File: config.mk
export PLATFORM = sky130hd
export DESIGN_NAME = pei_regs
export DESIGN_NICKNAME = d
export VERILOG_FILES = /design/src/pei_pkg.sv /design/src/pei_evt_grp.sv /design/src/pei_regs.sv
export SDC_FILE = /design/constraint.sdc
export NUM_CORES = 1
export LEC_CHECK = 0
export ABC_AREA = 1
export ABC_CLOCK_PERIOD_IN_PS = 2700
export BUFFER_PORTS_ARGS = -buffer_cell sky130_fd_sc_hd__buf_2
export CAP_MARGIN = 15
export CORE_MARGIN = 8
export CORE_UTILIZATION = 30
export CTS_CLUSTER_SIZE = 10
export DETAILED_ROUTE_END_ITERATION = 10
export REMOVE_ABC_BUFFERS = 1
export SYNTH_ARGS = -nofsm -noshare
export SYNTH_HDL_FRONTEND = slang
export SYNTH_SLANG_ARGS = --single-unit
File: constraint.sdc
create_clock -name i_sys_clk -period 2.7 [get_ports i_sys_clk]
set_input_delay 0.27 -clock i_sys_clk [delete_from_list [all_inputs] [get_ports i_sys_clk]]
set_output_delay 0.27 -clock i_sys_clk [all_outputs]
set_load 0.02 [all_outputs]
File: src/pei_pkg.sv
// Constants and types of the event and interrupt register bank
// Summary of operation
// - Hardware mode: a Class 4 port gets the higher Type 2 current unaided.
// - Clear-on-read views return contents, then zero; writes to them ignored.
// - Read/write registers take writes; reads return the value unchanged.
// - Read-only registers read without side effect; writes change nothing.
// - Set-only registers take writes; their read data is meaningless.
// - Summary at 00h: supply..port event flags, bits 7..0, reset 80h.
// - Mask at 01h, same layout; resets 80h in mode 0, E4h in mode 1.
// - Port events: power good 7..4, status change 3..0; views 02h/03h.
// - Detection events: class done 7..4, signature done 3..0; 04h/05h.
// - Fault events: disconnect 7..4, cutoff timeout 3..0; 06h/07h.
// - Supply view 0Ah: over-temp bit 7, rail undervoltages bits 5, 4; 32h.
// - Interrupt output changes only while the serial bus is idle.
package pei_pkg;
	localparam logic [7:0] PEI_OFS_SUMMARY  = 8'h00;
	localparam logic [7:0] PEI_OFS_MASK     = 8'h01;
	localparam logic [7:0] PEI_OFS_PORT     = 8'h02;
	localparam logic [7:0] PEI_OFS_PORT_COR = 8'h03;
	localparam logic [7:0] PEI_OFS_DET      = 8'h04;
	localparam logic [7:0] PEI_OFS_DET_COR  = 8'h05;
	localparam logic [7:0] PEI_OFS_FLT      = 8'h06;
	localparam logic [7:0] PEI_OFS_FLT_COR  = 8'h07;
	localparam logic [7:0] PEI_OFS_TIM      = 8'h08;
	localparam logic [7:0] PEI_OFS_TIM_COR  = 8'h09;
	localparam logic [7:0] PEI_OFS_SUPPLY   = 8'h0a;
	localparam logic [7:0] PEI_RST_SUMMARY  = 8'h80;
	localparam logic [7:0] PEI_RST_MASK_SW  = 8'h80;
	localparam logic [7:0] PEI_RST_MASK_HW  = 8'he4;
	localparam logic [7:0] PEI_RST_EVENT    = 8'h00;
	localparam logic [7:0] PEI_RST_SUPPLY   = 8'h32;
	localparam logic [7:0] PEI_SUP_FIXED    = 8'h02;
	localparam int         PEI_SUP_TEMP     = 7;
	localparam int         PEI_SUP_LOW      = 5;
	localparam int         PEI_SUP_MAIN     = 4;
	localparam logic [2:0] PEI_DEV_PREFIX   = 3'h2;
	localparam logic [1:0] PEI_MODE_SETTLE  = 2'h3;
	localparam logic [3:0] PEI_BITS_BYTE    = 4'h8;
	// Groups: 0 port, 1 detection, 2 fault, 3 timing
	localparam int         PEI_GRP_N        = 4;

	typedef enum logic [7:0] {
		PEI_IDLE  = 8'h01,
		PEI_ADDR  = 8'h02,
		PEI_ACK_A = 8'h04,
		PEI_WRITE = 8'h08,
		PEI_ACK_W = 8'h10,
		PEI_READ  = 8'h20,
		PEI_ACK_R = 8'h40,
		PEI_HOLD  = 8'h80
	} pei_fsm_t;

	// Per-port event pulses from the port machinery
	typedef struct packed {
		logic [3:0] pgd;
		logic [3:0] psc;
		logic [3:0] class_done;
		logic [3:0] sig_done;
		logic [3:0] dis;
		logic [3:0] cutoff_timeout;
		logic [3:0] limit_timeout;
		logic [3:0] startup_timeout;
	} pei_evt_t;

	typedef struct packed {
		logic over_temp;
		logic low_rail_undervoltage;
		logic main_rail_undervoltage;
	} pei_supply_t;

	typedef struct packed {
		logic [7:0] flags;
	} pei_grp_t;

	typedef struct packed {
		logic       scl_s1, scl_s2, scl_s3;
		logic       sda_s1, sda_s2, sda_s3;
		logic       mode_s1, mode_s2;
		logic [3:0] adr_s1, adr_s2;
		logic [1:0] settle;
		logic       mode_done;
		pei_fsm_t   fsm;
		logic [3:0] cnt;
		logic [7:0] shift;
		logic [7:0] ptr;
		logic       rw;
		logic       first;
		logic       nacked;
		logic       sda_lvl;
		logic       sda_oe_n;
		logic       int_n;
		logic [7:0] mask;
		logic [7:0] supply;
		logic [3:0] type2;
	} pei_st_t;
endpackage

File: src/pei_evt_grp.sv
// One eight-flag sticky event group with clear-on-read
`timescale 1ns/1ps
`default_nettype none
module pei_evt_grp (
	input  wire logic       i_sys_clk,
	input  wire logic       i_rst,
	input  wire logic [7:0] i_set,
	input  wire logic       i_clr,
	output logic      [7:0] o_flags
);
	import pei_pkg::*;

	pei_grp_t st;
	pei_grp_t next_st;

	// Set beats clear so an event in the read cycle survives
	always_comb begin
		next_st = st;
		next_st.flags = (st.flags & ~{8{i_clr}}) | i_set;
	end

	always_ff @(posedge i_sys_clk or posedge i_rst) begin
		if (i_rst) begin
			st.flags <= PEI_RST_EVENT;
		end else begin
			st <= next_st;
		end
	end

	assign o_flags = st.flags;
endmodule // pei_evt_grp
`default_nettype wire

File: src/pei_regs.sv
// Serial-bus event and interrupt register bank, top level
`timescale 1ns/1ps
`default_nettype none
module pei_regs (
	input  wire logic                 i_sys_clk,
	input  wire logic                 i_rst,
	input  wire logic                 i_scl,
	input  wire logic                 i_sda,
	output logic                      o_sda,
	output logic                      o_sda_oe_n,
	input  wire logic [3:0]           i_dev_addr,
	input  wire logic                 i_mode,
	input  wire pei_pkg::pei_evt_t    i_evt,
	input  wire pei_pkg::pei_supply_t i_supply,
	input  wire logic [3:0]           i_class4_seen,
	output logic                      o_int_n,
	output logic [3:0]                o_type2_grant
);
	import pei_pkg::*;

	pei_st_t              st;
	pei_st_t              next_st;
	logic [PEI_GRP_N-1:0] grp_clr;
	logic [7:0]           grp_set [PEI_GRP_N];
	logic [7:0]           grp_flags [PEI_GRP_N];
	logic [7:0]           summary;
	logic [7:0]           rdata;
	logic                 scl_rise;
	logic                 scl_fall;
	logic                 bus_start;
	logic                 bus_stop;
	logic                 load_rd;
	logic                 mode_hw;

	// ************************************************************
	// Event groups
	// ************************************************************
	assign grp_set[0] = {i_evt.pgd, i_evt.psc};
	assign grp_set[1] = {i_evt.class_done, i_evt.sig_done};
	assign grp_set[2] = {i_evt.dis, i_evt.cutoff_timeout};
	assign grp_set[3] = {i_evt.limit_timeout, i_evt.startup_timeout};

	for (genvar g = 0; g < PEI_GRP_N; g++) begin : g_grp
		pei_evt_grp u_grp (
			.i_sys_clk (i_sys_clk),
			.i_rst     (i_rst),
			.i_set     (grp_set[g]),
			.i_clr     (grp_clr[g]),
			.o_flags   (grp_flags[g])
		);
	end

	// Summary bits 6..0 follow their groups, bit 7 the supply view; nothing is latched here
	always_comb begin
		summary[7] = |(st.supply & ~PEI_SUP_FIXED);
		summary[6] = |grp_flags[3][3:0];
		summary[5] = |grp_flags[2][3:0];
		summary[4] = |grp_flags[1][7:4];
		summary[3] = |grp_flags[1][3:0];
		summary[2] = |grp_flags[2][7:4];
		summary[1] = |grp_flags[0][7:4];
		summary[0] = |grp_flags[0][3:0];
	end

	// ************************************************************
	// Register read decode
	// ************************************************************
	// Both views of a group read the same flags; offsets past 0Ah read zero
	always_comb begin
		if (st.ptr == PEI_OFS_SUMMARY) begin
			rdata = summary;
		end else if (st.ptr == PEI_OFS_MASK) begin
			rdata = st.mask;
		end else if (st.ptr == PEI_OFS_PORT || st.ptr == PEI_OFS_PORT_COR) begin
			rdata = grp_flags[0];
		end else if (st.ptr == PEI_OFS_DET || st.ptr == PEI_OFS_DET_COR) begin
			rdata = grp_flags[1];
		end else if (st.ptr == PEI_OFS_FLT || st.ptr == PEI_OFS_FLT_COR) begin
			rdata = grp_flags[2];
		end else if (st.ptr == PEI_OFS_TIM || st.ptr == PEI_OFS_TIM_COR) begin
			rdata = grp_flags[3];
		end else if (st.ptr == PEI_OFS_SUPPLY) begin
			rdata = st.supply;
		end else begin
			rdata = 8'h00;
		end
	end

	// Bus edges from the synchronised copies only
	assign scl_rise  = st.scl_s2 & ~st.scl_s3;
	assign scl_fall  = ~st.scl_s2 & st.scl_s3;
	assign bus_start = st.scl_s2 & st.scl_s3 & st.sda_s3 & ~st.sda_s2;
	assign bus_stop  = st.scl_s2 & st.scl_s3 & ~st.sda_s3 & st.sda_s2;
	assign mode_hw   = st.mode_done & st.mode_s2;

	// A byte is fetched for the host after the address ack or a master ack
	assign load_rd = scl_fall & ((st.fsm == PEI_ACK_A && st.rw) ||
		(st.fsm == PEI_ACK_R && !st.nacked));

	// Clear is combinational so it lands on the same edge as the snapshot
	always_comb begin
		grp_clr[0] = load_rd && st.ptr == PEI_OFS_PORT_COR;
		grp_clr[1] = load_rd && st.ptr == PEI_OFS_DET_COR;
		grp_clr[2] = load_rd && st.ptr == PEI_OFS_FLT_COR;
		grp_clr[3] = load_rd && st.ptr == PEI_OFS_TIM_COR;
	end

	// ************************************************************
	// Next state
	// ************************************************************
	always_comb begin
		next_st = st;
		next_st.scl_s1 = i_scl;
		next_st.scl_s2 = st.scl_s1;
		next_st.scl_s3 = st.scl_s2;
		next_st.sda_s1 = i_sda;
		next_st.sda_s2 = st.sda_s1;
		next_st.sda_s3 = st.sda_s2;
		next_st.mode_s1 = i_mode;
		next_st.mode_s2 = st.mode_s1;
		next_st.adr_s1 = i_dev_addr;
		next_st.adr_s2 = st.adr_s1;
		next_st.sda_lvl = 1'b0;
		// Mode pin settles through the synchroniser before the mask follows it
		if (!st.mode_done) begin
			if (st.settle == PEI_MODE_SETTLE) begin
				next_st.mode_done = 1'b1;
				if (st.mode_s2) begin
					next_st.mask = PEI_RST_MASK_HW;
				end
			end else begin
				next_st.settle = st.settle + 2'h1;
			end
		end
		// Serial slave; a start anywhere restarts, a stop always frees the bus
		if (bus_start) begin
			next_st.fsm = PEI_ADDR;
			next_st.cnt = 4'h0;
			next_st.sda_oe_n = 1'b1;
		end else if (bus_stop) begin
			next_st.fsm = PEI_IDLE;
			next_st.sda_oe_n = 1'b1;
		end else begin
			case (st.fsm)
				PEI_ADDR, PEI_WRITE: begin
					if (scl_rise) begin
						next_st.shift = {st.shift[6:0], st.sda_s2};
						next_st.cnt = st.cnt + 4'h1;
					end else if (scl_fall && st.cnt == PEI_BITS_BYTE) begin
						next_st.cnt = 4'h0;
						if (st.fsm == PEI_ADDR) begin
							if (st.shift[7:1] == {PEI_DEV_PREFIX, st.adr_s2}) begin
								next_st.rw = st.shift[0];
								next_st.fsm = PEI_ACK_A;
								next_st.sda_oe_n = 1'b0;
							end else begin
								next_st.fsm = PEI_HOLD;
							end
						end else begin
							next_st.fsm = PEI_ACK_W;
							next_st.sda_oe_n = 1'b0;
							next_st.first = 1'b0;
							if (st.first) begin
								next_st.ptr = st.shift;
							end else begin
								// Only the mask stores; other offsets drop the data
								if (st.ptr == PEI_OFS_MASK) begin
									next_st.mask = st.shift;
								end
								next_st.ptr = st.ptr + 8'h01;
							end
						end
					end
				end
				PEI_ACK_A: begin
					if (scl_fall && !st.rw) begin
						next_st.fsm = PEI_WRITE;
						next_st.sda_oe_n = 1'b1;
						next_st.first = 1'b1;
					end
				end
				PEI_ACK_W: begin
					if (scl_fall) begin
						next_st.fsm = PEI_WRITE;
						next_st.sda_oe_n = 1'b1;
					end
				end
				PEI_READ: begin
					if (scl_rise) begin
						next_st.cnt = st.cnt + 4'h1;
					end else if (scl_fall) begin
						if (st.cnt == PEI_BITS_BYTE) begin
							next_st.fsm = PEI_ACK_R;
							next_st.sda_oe_n = 1'b1;
							next_st.cnt = 4'h0;
						end else begin
							next_st.shift = {st.shift[6:0], 1'b0};
							next_st.sda_oe_n = st.shift[6];
						end
					end
				end
				PEI_ACK_R: begin
					if (scl_rise) begin
						next_st.nacked = st.sda_s2;
					end else if (scl_fall && st.nacked) begin
						next_st.fsm = PEI_HOLD;
					end
				end
				PEI_HOLD: begin
					next_st.sda_oe_n = 1'b1;
				end
				default: begin
					next_st.fsm = PEI_IDLE;
					next_st.sda_oe_n = 1'b1;
				end
			endcase
			// Snapshot read byte and advance; a clear-on-read view clears its group on this edge
			if (load_rd) begin
				next_st.shift = rdata;
				next_st.sda_oe_n = rdata[7];
				next_st.ptr = st.ptr + 8'h01;
				next_st.fsm = PEI_READ;
				next_st.cnt = 4'h0;
				next_st.nacked = 1'b0;
			end
		end
		// Live supply levels; bit 1 always reads one
		next_st.supply = PEI_SUP_FIXED;
		next_st.supply[PEI_SUP_TEMP] = i_supply.over_temp;
		next_st.supply[PEI_SUP_LOW] = i_supply.low_rail_undervoltage;
		next_st.supply[PEI_SUP_MAIN] = i_supply.main_rail_undervoltage;
		// Interrupt frozen during a transfer so the host sees a stable line
		if (st.fsm == PEI_IDLE) begin
			next_st.int_n = ~|(summary & ~st.mask);
		end
		// Grant stays until the port disconnects; set wins
		next_st.type2 = (st.type2 & ~i_evt.dis) | (i_class4_seen & {4{mode_hw}});
	end

	// ************************************************************
	// State register
	// ************************************************************
	always_ff @(posedge i_sys_clk or posedge i_rst) begin
		if (i_rst) begin
			st <= '0;
			st.scl_s1 <= 1'b1;
			st.scl_s2 <= 1'b1;
			st.scl_s3 <= 1'b1;
			st.sda_s1 <= 1'b1;
			st.sda_s2 <= 1'b1;
			st.sda_s3 <= 1'b1;
			st.fsm <= PEI_IDLE;
			st.sda_oe_n <= 1'b1;
			st.int_n <= 1'b1;
			st.mask <= PEI_RST_MASK_SW;
			st.supply <= PEI_RST_SUPPLY;
		end else begin
			st <= next_st;
		end
	end

	// Every output straight from the state register
	assign o_sda         = st.sda_lvl;
	assign o_sda_oe_n    = st.sda_oe_n;
	assign o_int_n       = st.int_n;
	assign o_type2_grant = st.type2;

	logic wr_byte;
	assign wr_byte = st.fsm == PEI_WRITE && scl_fall && st.cnt == PEI_BITS_BYTE && !st.first;
endmodule // pei_regs
`default_nettype wire

Word level (Yosys, flattened, before mapping). Cells that the tools add are included.

$add $sub $neg: 3. Equal/unequal tests: 47. Muxes and demuxes: 67. Bitwise operators: 36. Reductions and logical operators: 44.

Operators by type and width (number): $mux 8 (32); $ne 5x5->1 const B (10); $pmux 8 s6 (1); $and 8x8->8 (5); $eq 8x3->1 const B (5); $not 8->8 (5); $mux 12 (3); $eq 8x4->1 const B (4); $or 8x8->8 (4); $mux 28 (1); $reduce_or 4->1 (7); $eq 8x2->1 const B (3); $pmux 12 s2 (1); $mux 23 (1); $reduce_and 7->1 (3); $mux 1 (20); $mux 10 (2); $mux 20 (1); $eq 8x1->1 const B (2); $ne 3x3->1 const B (4); $ne 2x2->1 const B (5); $ne 5x4->1 const B (2); $reduce_and 10->1 (1); $reduce_bool 2->1 (5); 36 further kinds (70).

Flip-flop bits (word level): 99. Bits of input ports: 48. Output and inout bits: 7.

Depth between registers and ports, before layout.
Depth in word-level cells: 11. Depth in mapped cells: 14. Gate-level depth less buffers: 14.

Hierarchy. From an unflattened synthesis, not the netlist that was laid out.

Cells, all modules: 717. Area total of the unflattened synthesis: 5439.0 µm².

Modules (own cells, without submodules): pei_regs (instances 1, cells each 581, area an instance 4247.8 µm²); pei_evt_grp (instances 4, cells each 34, area an instance 297.8 µm²).

Worst setup path after synthesis. OpenSTA, ideal clock, no wires.

Kind: reg2reg. Start point: reg st, in the netlist next_st[70]. End point: reg st[47] (netlist bit). Setup time: 123 ps. Data arrival time: 1754 ps. Required time: 2577 ps. Setup slack: 823 ps. Cell stages (with the launch flop): 12. Path buffers: 1. Clock period less this slack: 1877 ps. Cells stage by stage: dfstp_2 > ha_1 > nand3_1 > nand2_2 > inv_2 > buf_2 > nand3_1 > o21ai_1 > nor2_4 > nand2_2 > nand2_1 > nand2_1.

Cells in the longest elaborated chain, start to end: 6. Elaborated cells on any way between the ends: 26. Those cells by class: 10 x eq/ne; 3 x mux; 9 x bitwise; 4 x reduce/logical.

Ends and longest elaborated chain: start: declaration (line pei_regs.sv:21) `pei_st_t st;`; start signal: assignment (line pei_regs.sv:258) `st <= next_st;`; parallel branches: the longest is 6 deep, another holds $reduce_and 10->1.

Parallel ways; which one is timed is not known. A chain may end at the register's enable or synchronous reset.

Worst setup path in the final report.
Start point: reg st, in the netlist next_st[70]. End point: reg st[45] (netlist bit).

Cells in the longest elaborated chain, start to end: 6. Elaborated cells on any way between the ends: 22. Those cells by class: 4 x eq/ne; 6 x mux; 9 x bitwise; 3 x reduce/logical.

Ends and longest elaborated chain: $and 1x1->1 or $not 1->1 (tied branches) (line pei_regs.sv:90, pei_regs.sv:91); $mux 4, or another cell as far along (line pei_regs.sv:189) `if (scl_rise) begin`; $pmux 12 s2 or $and 1x1->1 (tied branches) (line pei_regs.sv:144, pei_regs.sv:97); $mux 28 (line pei_regs.sv:218) `if (load_rd) begin`; $mux 23 (line pei_regs.sv:140) `end else if (bus_stop) begin`; $mux 12 (line pei_regs.sv:136) `if (bus_start) begin`.

Parallel ways exist; a longest one is shown, timed or not. The select of a mux whose other input is x is not followed.

==> flow_summary_export.csv <==
group,metric,value,unit
die,die_h,153,um
power_and_ir_drop,power,3.12,mW
setup_path,timing.rr.start,"next_st[70]",
routing,m1WireLength,6940,um
routing,via_per_inst,4.70,
grt,grt_max_degree,44,
timing,rsz0062_at_grt,"false",
setup_path,crit_end,"st[45]",
clock_network,ctsRootBufferMaster,"clkbuf_16",
synth,synth-main-ff-cell,"dfrtp_1",
timing,post-route-period-util,83.3,%
synth,yosys_warnings,0,
setup_path,critPathLaunchType,"flop",
setup_path,reg2reg_depth,7,
power_and_ir_drop,ir_drop,0.000351,V
synth,ys_seq_area_share,44.1,%
synth,synthesis.instances,685,
clock_network,path_clk_slew,70,ps
synth,ys_async_sr_fraction,100,%
clock_network,cts.htree.levels,3,
setup_path,cp_data_required_time,2970,ps
timing,slew_viol_final,0,
timing,min_period,2250,ps
power_and_ir_drop,p_per_area,479,mW/mm2
clock_network,cts-buffers-inserted,9,
timing,whs,18.2,ps
routing,ant_nets,0,
synth,synth_edf_count,0,
grt,grt_pass1_vias,4541,
die,initial_core_util,30.5,%
timing,worstMarginPinSlew,688,ps
die,die_w,153,um
die,io_pins,55,
synth,synth_area_leader_cell,"dfrtp_1",
timing,hold_viol,0,
clock_network,tritoncts,"yes",
layout,final_nets,806,
setup_path,worstPathCellList,"inv_1, ha_1, nand2_2, inv_1, nor3_1, nand3_1, o21ai_0",
layout,syn_to_final_growth,15.3,%
layout,post-route-cell-area,0.00653,mm2
synth,synth_top_area_share,38.5,%
synth,syn_area,0.00566,mm2
layout,num_antenna_cells,0,
timing,tns,0,ps
layout,final_core_util,35.1,%
setup_path,cp_slowest_cell,"dfstp_2",
run_status,outcome,"complete, no violations",
timing,finClkSkew,8.56,ps
placed_design,dpl_cell_area,0.00616,mm2
layout,regArea,0.00249,mm2
layout,nFillCells,1889,
clock_network,clock-sinks,99,
setup_path,critical-path-max-stage-delay,580,ps
setup_path,crit_arrival,2510,ps
placed_design,port-buffer-count,53,
placed_design,dp_hpwl,11100,um
routing,wl_met3,521,um
routing,highest_layer,"met4",
setup_path,r2r_setup_slack,450,ps
grt,grt_antenna_before_repair,0,
grt,gr-total-overflow,0,
synth,avgSynthCellArea,8.26,um2
layout,multi_input_area,0.00266,mm2
routing,detail_route.wl_per_cell,14.4,um
routing,drtIter0Drc,296,
die,rows,50,
setup_path,critPathCaptureType,"flop",
routing,met2_length,6520,um
synth,ys_ff_latch,99,
clock_network,cts_buffer_depth,2,
timing,finalSetupViolCount,0,
setup_path,startpoint,"next_st[70]",
die,die_area,0.0235,mm2
routing,drc_errors,0,
grt,grt_pass1_wl,24000,um
grt,grt_usage,12.5,%
setup_path,worstSetupPathType,"reg2reg",
worst_hold_path,min_path_type,"in2reg",
setup_path,worstPathMaxFanout,21,
die,coreArea,0.0186,mm2
timing,fmax,445,MHz
setup_path,worst_path_most_repeated_cell,"inv_1",
power_and_ir_drop,p_leak,3.37,nW
job,maxCapViolCount,0,
placed_design,gp_congestion,0.888,
layout,layout-drive-gt1-share,19.5,%
setup_path,reg2reg_to,"st[45]",
routing,vias,4638,
routing,drtPass1Iterations,5,
routing,wl,14200,um
synth,yosys-top-cells-area,"dfrtp_1, nand2_1, inv_1",
clock_network,clkLatencyLatePin,350,ps
synth,ys_types,52,
timing,slew_headroom,53.9,%
-- power breakdown --
| part | total, mW | switching [mW] | internal (mW) | leakage, nW |
|---|---|---|---|---|
| Sequential | 1.57 | 0.0363 | 1.53 | 1.11 |
| Combinational | 0.214 | 0.129 | 0.0849 | 2.10 |
| Clock | 1.34 | 0.609 | 0.736 | 0.153 |
-- metal layers --
layer  track usage (%)  vias to the layer above
met5                 0                        -
met4              4.11                        0
met3              1.69                       11
met2              19.5                      102
met1              17.5                     2178
li1                  -                     2347
-- cells by family (layout without fill, tap and decap cells) --
family / after synthesis / count (layout) / share of synthesized area (%)
and+or+nand+nor: 322 / 322 / 29.1
AOI/OAI and AO/OA: 124 / 124 / 14.1
buffers and inverters: 120 / 187 / 9.00
DFF: 99 / 99 / 44.1
adders and majority gates: 11 / 11 / 2.43
xor gates and xnor gates: 8 / 8 / 1.24
other: 1 / 1 / 0.0663
-- critical path, delay by kind of cell, from the launching register on --
family / cells / cell delay [ps]
buf+inv: 2 / 290
compound gates: 1 / 190
fa+ha+maj: 1 / 260
simple gates: 3 / 820
flops: 1 / 580
-- repair_timing --
action	in CTS	in global routing
endpoints found under the hold margin	27	1
setup buffers	0	0
hold buffers	5	1
resized for setup	0	0
-- registers in the layout (all words and copies together), names as in the netlist --
signal / count
next_st: 9
o_int_n: 1
o_type2_grant: 4
g_grp.u_grp.o_flags: 32
o_sda_oe_n: 1
st: 52
-- stage by stage --
step / setup slack (ps) / instances
2_1_floorplan: -141 / 673
3_3_place_gp: 511 / 964
3_5_place_dp: 465 / 964
4_1_cts: 456 / 985
5_1_grt: 217 / 986
6_report: 451 / 986
-- cell usage in the layout, fill, tap and decap left out, drive strengths merged, types with 3 or more instances in the layout --
cell type,Yosys,routed
nand3,57,57
or2,3,3
nand2,156,156
o211ai,4,4
dfrtp,87,87
ha,11,11
a21oi,39,39
nor4,8,8
nor2,72,72
nand4,11,11
a21boi,9,9
buf,12,57
o21bai,30,30
dfstp,12,12
clkinv,1,3
xnor2,3,3
xor2,5,5
inv,107,111
nor3,12,12
clkbuf,0,9
o21ai,30,30
dlygate4sd3,0,6
-- worst min path at each step --
stage,start,end,slack (ps),cells after the start
2_1_floorplan,i_sda,next_st[68],270,0
3_3_place_gp,next_st[58],st[58],330,0
3_5_place_dp,next_st[58],st[58],330,0
4_1_cts,i_dev_addr[1],next_st[58],4,1
5_1_grt,i_dev_addr[1],next_st[58],4,1
6_report,i_dev_addr[1],next_st[58],20,1
-- area by class of cell --
class	count	area share, %
Clock buffer	9	3.45
Sequential cell	99	38.2
Tap cell	234	4.49
Timing Repair Buffer	63	5.64
Multi-Input combinational cell	466	40.7
Clock inverter	7	1.25
Inverter	108	6.29
-- synth_stat cells, types with 3 or more instances --
cell type	n
a21boi_1	7
nor3_1	10
dfstp_2	12
nand3_1	53
o211ai_1	4
xor2_1	5
nor2_2	6
nand2_2	9
o21bai_1	30
ha_1	11
buf_2	3
o21ai_0	23
nand2_1	143
xnor2_1	3
nor4_1	4
nand2_4	4
nand4_4	3
nand3_2	4
inv_1	96
dfrtp_1	87
buf_6	3
nor2_4	6
nor4_4	4
a21oi_2	6
o21ai_1	7
a21oi_1	33
nand4_1	8
inv_2	10
buf_4	5
nor2_1	58
Power figures use the tool's default switching activity.
